--- config.mk ---
export PLATFORM = sky130hd
export DESIGN_NAME = long_branch_condition_unit
export DESIGN_NICKNAME = d
export VERILOG_FILES = /design/src/lbranch_pkg.sv /design/src/cond_eval.sv /design/src/long_branch_condition_unit.sv
export SDC_FILE = /design/constraint.sdc
export NUM_CORES = 1
export LEC_CHECK = 0
export ABC_CLOCK_PERIOD_IN_PS = 1890
export BUFFER_PORTS_ARGS = -buffer_cell sky130_fd_sc_hd__buf_2
export CAP_MARGIN = 20
export CORE_MARGIN = 5
export CORE_UTILIZATION = 40
export CTS_CLUSTER_DIAMETER = 120
export DETAILED_ROUTE_END_ITERATION = 7
export GPL_TIMING_DRIVEN = 0
export HOLD_SLACK_MARGIN = 0.15
export PLACE_DENSITY_LB_ADDON = 0.05
export SLEW_MARGIN = 15
export SYNTH_ARGS = -nofsm -noshare
export SYNTH_HDL_FRONTEND = slang
export SYNTH_HIERARCHICAL = 1
export SYNTH_SLANG_ARGS = --single-unit
--- constraint.sdc ---
create_clock -name mclk -period 1.89 [get_ports mclk]
set_clock_uncertainty 0.2 [all_clocks]
set_input_delay 0.189 -clock mclk [delete_from_list [all_inputs] [get_ports mclk]]
set_output_delay 0.189 -clock mclk [all_outputs]
set_load 0.005 [all_outputs]
--- src/lbranch_pkg.sv ---
// Overview of operation
// - A taken conditional long branch costs four cycles because the queue refills, a not-taken one three.
// - The overflow-set branch loads the program counter with itself plus 0004 plus the offset when overflow is one.
// - Overflow-set uses 18 29 and overflow-clear uses 18 28.
// - Signed greater (18 2E) branches when Z or (N xor V) is 0, signed less-equal (18 2F) when it is 1.
// - Signed greater-equal (18 2C) branches when N xor V is 0, signed less (18 2D) when it is 1.
// - Unsigned higher (18 22) branches when C or Z is 0, lower-same (18 23) when it is 1.
// - Higher-same/carry-clear (18 24) branches when C is 0, lower/carry-set (18 25) when C is 1.
// - Equal (18 27) branches when Z is 1, not-equal (18 26) when Z is 0.
// - Minus (18 2B) branches when N is 1, plus (18 2A) when N is 0.
// - Overflow-set is taken after a two's complement operation whose signed result overflowed.
// - The offset is a 16-bit two's complement value from the third and fourth instruction bytes.
package lbranch_pkg;
  localparam logic [7:0]  PREFIX_BYTE   = 8'h18;
  localparam logic [15:0] PC_STEP       = 16'h0004;
  localparam logic [2:0]  CYCLES_TAKEN  = 3'h4;
  localparam logic [2:0]  CYCLES_FALL   = 3'h3;
  localparam logic [15:0] PC_RESET      = 16'h0000;
  localparam logic [7:0]  branch_long_always               = 8'h20;
  localparam logic [7:0]  branch_long_never                = 8'h21;
  localparam logic [7:0]  branch_long_unsigned_higher      = 8'h22;
  localparam logic [7:0]  branch_long_unsigned_lower_same  = 8'h23;
  localparam logic [7:0]  branch_long_unsigned_higher_same = 8'h24;
  localparam logic [7:0]  branch_long_carry_clear          = 8'h24;
  localparam logic [7:0]  branch_long_unsigned_lower       = 8'h25;
  localparam logic [7:0]  branch_long_carry_set            = 8'h25;
  localparam logic [7:0]  branch_long_not_equal            = 8'h26;
  localparam logic [7:0]  branch_long_equal                = 8'h27;
  localparam logic [7:0]  branch_long_overflow_clear       = 8'h28;
  localparam logic [7:0]  branch_long_overflow_set         = 8'h29;
  localparam logic [7:0]  branch_long_plus                 = 8'h2a;
  localparam logic [7:0]  branch_long_minus                = 8'h2b;
  localparam logic [7:0]  branch_long_signed_greater_equal = 8'h2c;
  localparam logic [7:0]  branch_long_signed_less          = 8'h2d;
  localparam logic [7:0]  branch_long_signed_greater       = 8'h2e;
  localparam logic [7:0]  branch_long_signed_less_equal    = 8'h2f;
  localparam logic [7:0]  OP_FIRST = 8'h20;
  localparam logic [7:0]  OP_LAST  = 8'h2f;
endpackage : lbranch_pkg

--- src/cond_eval.sv ---
`timescale 1ns/100ps
module cond_eval
  import lbranch_pkg::*;
(
  input  wire logic [7:0] opcode,
  input  wire logic       flag_n,
  input  wire logic       flag_z,
  input  wire logic       flag_v,
  input  wire logic       flag_c,
  output logic            take
);
  logic nxv;
  assign nxv = flag_n ^ flag_v;
  always_comb
  begin
    unique case (opcode)
      branch_long_always:               take = 1'b1;
      branch_long_never:                take = 1'b0;
      branch_long_unsigned_higher:      take = ~(flag_c | flag_z);
      branch_long_unsigned_lower_same:  take = flag_c | flag_z;
      branch_long_carry_clear:          take = ~flag_c;
      branch_long_carry_set:            take = flag_c;
      branch_long_not_equal:            take = ~flag_z;
      branch_long_equal:                take = flag_z;
      branch_long_overflow_clear:       take = ~flag_v;
      branch_long_overflow_set:         take = flag_v;
      branch_long_plus:                 take = ~flag_n;
      branch_long_minus:                take = flag_n;
      branch_long_signed_greater_equal: take = ~nxv;
      branch_long_signed_less:          take = nxv;
      branch_long_signed_greater:       take = ~(flag_z | nxv);
      branch_long_signed_less_equal:    take = flag_z | nxv;
      default:                          take = 1'b0;
    endcase
  end
endmodule : cond_eval

--- src/long_branch_condition_unit.sv ---
`timescale 1ns/100ps
module long_branch_condition_unit
(
  input  wire logic       mclk,
  input  wire logic       rst_b,
  input  wire logic       insn_valid,
  input  wire logic [7:0] insn_byte0,
  input  wire logic [7:0] insn_byte1,
  input  wire logic [7:0] insn_byte2,
  input  wire logic [7:0] insn_byte3,
  input  wire logic [15:0] pc_in,
  input  wire logic       flag_n,
  input  wire logic       flag_z,
  input  wire logic       flag_v,
  input  wire logic       flag_c,
  output logic            insn_ready,
  output logic            busy,
  output logic            done,
  output logic            taken,
  output logic            queue_refill,
  output logic            illegal,
  output logic [15:0]     pc_out,
  output logic [2:0]      cycle_count
);
  import lbranch_pkg::*;

  typedef enum logic [1:0]
  {
    ST_IDLE = 2'b00,
    ST_EXEC = 2'b01
  } state_t;

  typedef struct packed
  {
    state_t      state;
    logic [2:0]  left;
    logic [2:0]  cycles;
    logic        taken;
    logic        done;
    logic        illegal;
    logic        refill;
    logic        ready;
    logic        busy;
    logic [15:0] pc;
  } regs_t;

  regs_t q;
  regs_t d;
  logic  take;
  logic  is_long;
  logic [15:0] offset;
  logic [15:0] fall_pc;

  cond_eval u_eval
  (
    .opcode (insn_byte1),
    .flag_n (flag_n),
    .flag_z (flag_z),
    .flag_v (flag_v),
    .flag_c (flag_c),
    .take   (take)
  );

  // The offset sits in the third and fourth bytes, high byte first.
  assign offset  = {insn_byte2, insn_byte3};
  assign fall_pc = pc_in + PC_STEP;
  assign is_long = (insn_byte0 == PREFIX_BYTE) && (insn_byte1 >= OP_FIRST)
                   && (insn_byte1 <= OP_LAST);

  always_comb
  begin
    d = q;
    d.done = 1'b0;
    d.illegal = 1'b0;
    unique case (q.state)
      ST_IDLE:
      begin
        if (insn_valid && q.ready)
        begin
          if (is_long)
          begin
            d.state  = ST_EXEC;
            d.ready  = 1'b0;
            d.busy   = 1'b1;
            d.taken  = take;
            d.refill = take;
            // Wraps modulo 64 KiB like the program counter itself.
            d.pc     = take ? fall_pc + offset : fall_pc;
            d.cycles = take ? CYCLES_TAKEN : CYCLES_FALL;
            d.left   = take ? CYCLES_TAKEN - 3'h1 : CYCLES_FALL - 3'h1;
          end
          else
          begin
            d.illegal = 1'b1;
          end
        end
      end
      ST_EXEC:
      begin
        if (q.left == 3'h1)
        begin
          d.state  = ST_IDLE;
          d.done   = 1'b1;
          d.ready  = 1'b1;
          d.busy   = 1'b0;
          d.refill = 1'b0;
          d.left   = 3'h0;
        end
        else
        begin
          d.left = q.left - 3'h1;
        end
      end
      default:
      begin
        d.state = ST_IDLE;
        d.ready = 1'b1;
        d.busy  = 1'b0;
      end
    endcase
  end

  always_ff @(posedge mclk or negedge rst_b)
  begin
    if (!rst_b)
    begin
      q <= '{state: ST_IDLE, left: 3'h0, cycles: 3'h0, taken: 1'b0, done: 1'b0,
             illegal: 1'b0, refill: 1'b0, ready: 1'b1, busy: 1'b0, pc: PC_RESET};
    end
    else
    begin
      q <= d;
    end
  end

  // No flag output exists, so the condition codes cannot be disturbed.
  assign insn_ready   = q.ready;
  assign busy         = q.busy;
  assign done         = q.done;
  assign taken        = q.taken;
  assign queue_refill = q.refill;
  assign illegal      = q.illegal;
  assign pc_out       = q.pc;
  assign cycle_count  = q.cycles;

  // Flags are sampled in the accepting cycle, so each decision check looks back one edge.
  cycles_taken_a: assert property (@(posedge mclk) disable iff (!rst_b)
    (insn_valid && insn_ready && is_long && take) |=> busy [*3] ##1 done)
    else $error("taken branch did not finish in four cycles");
  cycles_fall_a: assert property (@(posedge mclk) disable iff (!rst_b)
    (insn_valid && insn_ready && is_long && !take) |=> busy [*2] ##1 done)
    else $error("untaken branch did not finish in three cycles");
  cost_taken_a: assert property (@(posedge mclk) disable iff (!rst_b)
    (insn_valid && insn_ready && is_long && take) |=> cycle_count == 3'h4)
    else $error("taken branch reports the wrong cost");
  cost_fall_a: assert property (@(posedge mclk) disable iff (!rst_b)
    (insn_valid && insn_ready && is_long && !take) |=> cycle_count == 3'h3)
    else $error("untaken branch reports the wrong cost");
  target_pc_a: assert property (@(posedge mclk) disable iff (!rst_b)
    (insn_valid && insn_ready && is_long && take)
      |=> pc_out == $past(pc_in) + 16'h0004 + $past({insn_byte2, insn_byte3}))
    else $error("taken target is wrong");
  fall_pc_a: assert property (@(posedge mclk) disable iff (!rst_b)
    (insn_valid && insn_ready && is_long && !take) |=> pc_out == $past(pc_in) + 16'h0004)
    else $error("fall-through address is wrong");
  overflow_set_a: assert property (@(posedge mclk) disable iff (!rst_b)
    (insn_valid && insn_ready && insn_byte0 == 8'h18 && insn_byte1 == 8'h29)
      |=> taken == $past(flag_v))
    else $error("overflow-set decision wrong");
  overflow_clear_a: assert property (@(posedge mclk) disable iff (!rst_b)
    (insn_valid && insn_ready && insn_byte0 == 8'h18 && insn_byte1 == 8'h28)
      |=> taken == !$past(flag_v))
    else $error("overflow-clear decision wrong");
  signed_gt_a: assert property (@(posedge mclk) disable iff (!rst_b)
    (insn_valid && insn_ready && insn_byte0 == 8'h18 && insn_byte1 == 8'h2e)
      |=> taken == !$past(flag_z | (flag_n ^ flag_v)))
    else $error("signed greater decision wrong");
  signed_le_a: assert property (@(posedge mclk) disable iff (!rst_b)
    (insn_valid && insn_ready && insn_byte0 == 8'h18 && insn_byte1 == 8'h2f)
      |=> taken == $past(flag_z | (flag_n ^ flag_v)))
    else $error("signed less-equal decision wrong");
  signed_ge_a: assert property (@(posedge mclk) disable iff (!rst_b)
    (insn_valid && insn_ready && insn_byte0 == 8'h18 && insn_byte1 == 8'h2c)
      |=> taken == !$past(flag_n ^ flag_v))
    else $error("signed greater-equal decision wrong");
  signed_lt_a: assert property (@(posedge mclk) disable iff (!rst_b)
    (insn_valid && insn_ready && insn_byte0 == 8'h18 && insn_byte1 == 8'h2d)
      |=> taken == $past(flag_n ^ flag_v))
    else $error("signed less decision wrong");
  unsigned_hi_a: assert property (@(posedge mclk) disable iff (!rst_b)
    (insn_valid && insn_ready && insn_byte0 == 8'h18 && insn_byte1 == 8'h22)
      |=> taken == !$past(flag_c | flag_z))
    else $error("unsigned higher decision wrong");
  unsigned_ls_a: assert property (@(posedge mclk) disable iff (!rst_b)
    (insn_valid && insn_ready && insn_byte0 == 8'h18 && insn_byte1 == 8'h23)
      |=> taken == $past(flag_c | flag_z))
    else $error("unsigned lower-same decision wrong");
  carry_clear_a: assert property (@(posedge mclk) disable iff (!rst_b)
    (insn_valid && insn_ready && insn_byte0 == 8'h18 && insn_byte1 == 8'h24)
      |=> taken == !$past(flag_c))
    else $error("carry-clear decision wrong");
  carry_set_a: assert property (@(posedge mclk) disable iff (!rst_b)
    (insn_valid && insn_ready && insn_byte0 == 8'h18 && insn_byte1 == 8'h25)
      |=> taken == $past(flag_c))
    else $error("carry-set decision wrong");
  equal_branch_a: assert property (@(posedge mclk) disable iff (!rst_b)
    (insn_valid && insn_ready && insn_byte0 == 8'h18 && insn_byte1 == 8'h27)
      |=> taken == $past(flag_z))
    else $error("equal decision wrong");
  not_equal_a: assert property (@(posedge mclk) disable iff (!rst_b)
    (insn_valid && insn_ready && insn_byte0 == 8'h18 && insn_byte1 == 8'h26)
      |=> taken == !$past(flag_z))
    else $error("not-equal decision wrong");
  minus_branch_a: assert property (@(posedge mclk) disable iff (!rst_b)
    (insn_valid && insn_ready && insn_byte0 == 8'h18 && insn_byte1 == 8'h2b)
      |=> taken == $past(flag_n))
    else $error("minus decision wrong");
  plus_branch_a: assert property (@(posedge mclk) disable iff (!rst_b)
    (insn_valid && insn_ready && insn_byte0 == 8'h18 && insn_byte1 == 8'h2a)
      |=> taken == !$past(flag_n))
    else $error("plus decision wrong");
  always_branch_a: assert property (@(posedge mclk) disable iff (!rst_b)
    (insn_valid && insn_ready && insn_byte0 == 8'h18 && insn_byte1 == 8'h20)
      |=> taken && queue_refill)
    else $error("always branch was not taken");
  never_branch_a: assert property (@(posedge mclk) disable iff (!rst_b)
    (insn_valid && insn_ready && insn_byte0 == 8'h18 && insn_byte1 == 8'h21)
      |=> !taken && !queue_refill)
    else $error("never branch was taken");
  illegal_pulse_a: assert property (@(posedge mclk) disable iff (!rst_b)
    (insn_valid && insn_ready && !is_long) |=> illegal && !busy && insn_ready)
    else $error("foreign bytes were not refused");
  pc_hold_a: assert property (@(posedge mclk) disable iff (!rst_b)
    (busy && $past(busy)) |-> $stable(pc_out))
    else $error("target moved during execution");
  busy_ready_a: assert property (@(posedge mclk) disable iff (!rst_b)
    busy |-> !insn_ready)
    else $error("ready raised while executing");
  done_ends_a: assert property (@(posedge mclk) disable iff (!rst_b)
    done |-> !busy && insn_ready && !queue_refill)
    else $error("done without returning to idle");
  refill_taken_a: assert property (@(posedge mclk) disable iff (!rst_b)
    done |-> $past(queue_refill) == taken)
    else $error("refill does not match decision");
endmodule : long_branch_condition_unit

* Word level (Yosys, flattened, before mapping)
Index checks and enable logic that the tools add are counted.
W data, S select, Z words.
** Cells by class
- Add/subtract/negate cells :: 3
- $mul :: 0
- Divide/modulo/power cells :: 0
- $lt $le $gt $ge :: 2
- Eq/ne operators :: 21
- Shift-type cells :: 0
- Muxes and demuxes :: 19
- Bitwise gates (word level) :: 10
- Reduce and logical (&&, ||, !) cells :: 9
** Operators by type and width (count)
- $eq A8 B6 Y1 const B :: 15
- $mux W20 :: 1
- $mux W19 :: 1
- $mux W9 :: 2
- $add A16 B16 Y16 :: 1
- $add A16 B3 Y16 const B :: 1
- $mux W16 :: 1
- $pmux W1 S15 :: 1
- $mux W3 :: 3
- $reduce_and A3 Y1 :: 3
- $eq A8 B5 Y1 const B :: 1
- $ge A8 B6 Y1 const B :: 1
- $le A8 B6 Y1 const B :: 1
- $pmux W2 S2 :: 2
- $not A1 Y1 :: 7
- $ne A2 B2 Y1 const B :: 3
- $pmux W3 S2 :: 1
- $mux W1 :: 5
- $reduce_and A4 Y1 :: 1
- $eq A3 B1 Y1 const B :: 1
- $logic_and A1 B1 Y1 :: 3
- $sub A3 B1 Y3 const B :: 1
- $eq A2 B1 Y1 const B :: 1
- $logic_not A2 Y1 :: 1
- 5 further kinds :: 6
** Word-level totals
- Register bits :: 30
- Latch bits :: 0
- RAM bits :: 0
- ROM bits :: 0
- Input bits :: 55
- Output and inout bits :: 25
- Logic and storage cells :: 74
- Memories :: 0

* Logic depth before layout (Yosys ltp)
- Depth after elaboration :: 8
- Mapped depth :: 13
- Depth with buffers taken out :: 13

* Hierarchy
Netlist, hierarchy kept.
** By module, submodules not included
- long_branch_condition_unit :: times used 1, cells each 257, area each 2277.2 um2, seq. area each 651.9 um2
- cond_eval :: times used 1, cells each 27, area each 203.9 um2, seq. area each 0.0 um2

* Least setup slack after synthesis
Ideal clock, no wire load.
- Path kind :: input to register
- From :: input port pc_in[2]
- To :: register q (netlist bit pc_out[15])
- Setup time :: 126 ps
- Arrival :: 2377 ps
- Data required time :: 1564 ps
- Slack :: -813 ps
- Stages :: 11
- Path buffers :: 0
- Cells stage by stage :: ha_1 -> nand3_1 -> xnor2_1 -> ha_1 -> a21o_1 -> a211oi_2 -> nor2_1 -> a41oi_1 -> a21oi_1 -> mux4_2 -> a221o_1
** On the way
- Cells in the longest elaborated chain, start to end :: 3
** Ends and longest elaborated chain
- from (decl) :: RTL line long_branch_condition_unit.sv:11 : input wire logic [15:0] pc_in,
- $add A16 B3 Y16 * :: RTL line long_branch_condition_unit.sv:66 : assign fall_pc = pc_in + PC_STEP;
- $add A16 B16 Y16 :: RTL line long_branch_condition_unit.sv:88 : d.pc = take ? fall_pc + offset : fall_pc;
- $mux W16 * :: RTL line long_branch_condition_unit.sv:88
- to (signal assigned) :: RTL line long_branch_condition_unit.sv:127 : q <= '{state: ST_IDLE, left: 3'h0, cycles: 3'h0, taken: 1'b0, done: 1'b0,
- to (decl) :: RTL line long_branch_condition_unit.sv:47 : regs_t q;
Every way passes the cells marked *; elsewhere a longest branch is shown, timed or not.
A chain may end at the register's enable or synchronous reset.

* Worst setup path after layout
Same ends and word-level chain as after synthesis.

==> flow_metrics.py <==
metrics = {
    "worst_setup_path": {
        "cp.arrival_ps": 2430,
        "path_buf_inv": 1,
        "critPathMostFrequentCell": "ha_4",
        "crit_family": "compound AO/OA/AOI/OAI gates",
        "required_ps": 1840,
        "cp_cell_sequence": "buf_8 > ha_4 > nand3_2 > xnor2_2 > ha_4 > a21o_1 > a211oi_2 > nor2_2 > a41oi_2 > a21oi_2 > mux4_2 > a221o_1",
        "critical_path.max_fanout": 4,
        "crit_path_end_kind": "register",
        "critPathKind": "primary input to register",
        "crit_path_start": "pc_in[2]",
        "slowest_stage": "mux4_2",
        "critPathLaunchType": "primary input",
        "r2r_start": "q[28]$_DFFE_PN0P_",
        "max_stage_delay_ps": 280,
    },
    "power_and_ir_drop": {
        "p_seq_frac": 0.346,
        "ir_worst_vdd_v": 0.0003291,
        "p_leak_uw": 0.001939,
        "p_comb_frac": 0.443,
        "cellPowerDensity_mw_per_mm2": 430.1,
        "clockPowerShare": 0.212,
        "netSwitchingPower_uw": 515.1,
        "p_int_uw": 1150,
        "p_sw_frac": 0.3093,
    },
    "timing": {
        "fin_crit_ps": 2482,
        "setup_ws_ps": -591.7,
        "period_share": 1.313,
        "rsz0062_at_grt": "true",
        "hold_slack_ps": 151.5,
        "hold_viol": 0,
        "fmax_mhz": 403.0,
        "finalMaxSlewViolations": 0,
        "tightest_slew_ps": 587.8,
        "maxSlewHeadroom": 0.6081,
        "setup-violations-final": 9,
    },
    "global_route": {
        "grt_pass1_wl_um": 11030,
        "antenna_found_initial": 0,
        "grt_pass1_vias": 2429,
        "grt_usage": 0.1739,
        "grt_max_degree": 27,
        "gr-total-overflow": 0,
    },
    "yosys": {
        "synthArstFlopShare": 1.000,
        "netlist_area_sq_mm": 0.002481,
        "synth_edf_count": 0,
        "synth_warnings": 6,
        "ys_types": 57,
        "synth_flop_cell": "dfrtp_1",
        "ys_seq_area_frac": 0.2627,
        "synth_cells": 284,
        "ys_ff_latch": 26,
        "syn_area_per_cell_sq_um": 8.736,
        "syn_nets": 362,
    },
    "hold_path": {
        "hold_path_class": "primary input to register",
        "min-delay-start": "pc_in[3]",
    },
    "outcome": {
        "violations": "setup timing",
        "status": "finished with violations",
    },
    "floorplanning": {
        "initial_core_util": 0.4142,
        "die_w_um": 88.76,
        "io_pins": 80,
        "rows": 28,
        "dieArea_sq_mm": 0.007878,
        "design.core.area_sq_mm": 0.005991,
        "die_h_um": 88.76,
    },
    "cells_and_area": {
        "mostFrequentLayoutCell": "buf_2",
        "finalNonFillerCells": 483,
        "finalNetCount": 487,
        "seq_area_sq_um": 651.9,
        "final_cell_mix": "buf_2 (73), buf_4 (51), nand2_1 (31), dfrtp_1 (25)",
        "fill_cells": 501,
        "num_antenna_cells": 0,
        "drive_above_1_share": 0.5196,
        "syn_to_final_growth_pct": 56.08,
        "multi_input_area_sq_mm": 0.002007,
    },
    "clocking": {
        "cts-root-buf": "clkbuf_8",
        "clk_pin_slew_ps": 90,
        "tritoncts": "done",
        "clockBufferDepth": 2,
        "clk_latency_ps": 270,
        "cts_sinks": 26,
        "tritoncts.num_buffers": 3,
        "cts-htree-levels": 1,
    },
    "placed_design": {
        "placedCellCount": 438,
        "routabilityCongestion": 0.8237,
        "hpwl_um": 4901,
        "portBuffers": 79,
    },
    "route": {
        "viasPerCell": 5.149,
        "drt_wl_total_um": 6879,
        "first_iter_violations": 58,
        "wl_per_cell_um": 14.24,
        "ant_nets": 0,
        "num_vias": 2487,
        "first_pass_iters": 4,
        "drc": 0,
    },
    "flow_run": {
        "maxCapViolCount": 0,
    },
}
==> flip-flops by register name, indices dropped and copies added, names as in the netlist <==
register	count
done	1
insn_ready	1
q	4
cycle_count	2
illegal	1
queue_refill	1
pc_out	16
==> cells by family (layout without fill, tap and decap cells) <==
group / count (synthesis) / after routing / share of synthesized area
mux: 9 / 9 / 0.04236
compound gates: 77 / 77 / 0.2113
fa+ha+maj: 23 / 23 / 0.1190
xor+xnor: 24 / 24 / 0.08775
flops: 26 / 26 / 0.2627
simple gates: 89 / 89 / 0.1921
buf+inv: 36 / 160 / 0.08472
==> worst register-to-register path, stage by stage, from the launching register on <==
cell,delay [ps]
dfrtp_1,490
nor2_4,80
and2_1,170
and3_1,190
mux4_2,440
a221o_1,260
==> what timing repair did <==
item | 4_1_cts | 5_1_grt
pin swaps | 29 | 29
gates resized for setup | 65 | 33
gates cloned | 0 | 1
hold endpoints to repair | 29 | 0
buffers inserted | 26 | 11
hold buffers | 4 | 0
endpoints found under the setup margin | 20 | 19
==> cell usage after synthesis, types with 2 or more instances <==
cell / number / area share
nand2_1: 35 / 0.053
dfrtp_1: 25 / 0.25
ha_1: 22 / 0.11
buf_4: 20 / 0.061
o21ai_0: 19 / 0.038
xnor2_1: 19 / 0.067
a21oi_1: 16 / 0.032
a21o_1: 12 / 0.036
nor2_1: 12 / 0.018
inv_1: 9 / 0.014
nand3_1: 7 / 0.014
clkbuf_1: 6 / 0.0091
mux2i_1: 6 / 0.024
and3_1: 5 / 0.013
nor4b_1: 5 / 0.018
a22oi_1: 4 / 0.012
xor2_1: 4 / 0.014
and3_4: 3 / 0.014
nand4_1: 3 / 0.0076
a211oi_1: 2 / 0.0060
a221o_1: 2 / 0.0081
a31o_2: 2 / 0.0071
a31oi_1: 2 / 0.0050
a41oi_1: 2 / 0.0071
and2_1: 2 / 0.0050
mux2_2: 2 / 0.0091
nand2b_1: 2 / 0.0050
nand3b_1: 2 / 0.0060
nand4b_1: 2 / 0.0071
nor2b_1: 2 / 0.0050
nor3_1: 2 / 0.0040
o211ai_1: 2 / 0.0060
o21bai_1: 2 / 0.0060
==> path summary, 6_finish.rpt <==
kind	end	slack [ps]	cells after the start
setup / recovery	pc_out[15]$_DFFE_PN0P_	-590	12
hold / removal	pc_out[3]$_DFFE_PN0P_	150	4
setup reg to reg	pc_out[15]$_DFFE_PN0P_	-50	5
hold reg to reg	queue_refill$_DFFE_PN0P_	280	2
max in group asynchronous	q[28]$_DFFE_PN0P_	850	2
min in group asynchronous	illegal$_DFF_PN0_	250	2
==> through the flow <==
step | area [sq um] | worst slack, ps | utilization | setup TNS [ps] | power [uW]
after floorplan | 2547 | -728.5 | - | -3050 | 910.4
after global placement | 3037 | -1096 | 0.5069 | -10470 | 1071
after detailed placement | 3037 | -1091 | 0.5069 | -10500 | 1073
after CTS | 3625 | -562.9 | 0.6051 | -2762 | 1582
after global routing | 3872 | -658.7 | 0.6464 | -3931 | 1765
final | 3872 | -591.7 | 0.6464 | -3169 | 1666
==> cell type report <==
cell class | instances | share of cell area
inverters | 9 | 0.008724
flip-flops and latches | 26 | 0.1683
repair buffers | 120 | 0.2081
plain buffers | 27 | 0.05816
clock buffers | 4 | 0.01422
well taps | 75 | 0.02423
multi-input cells | 222 | 0.5183
==> power groups by stage <==
stage	Clock, uW	Sequential [uW]	Combinational (uW)
3_3_place_gp	0	586	485
4_1_cts	364	575	642
6_report	353	576	737
3_5_place_dp	0	587	486
5_1_grt	388	577	800
2_1_floorplan	0	585	326
==> metal layers <==
metal	GRT usage	vias up	routed length (um)
li1	-	1266	-
met1	0.2386	1164	3167
met2	0.2888	55	3307
met3	0.02328	2	363
met4	0.04258	0	41
met5	0	-	0
No activity file was read; power rests on OpenSTA's default activity.
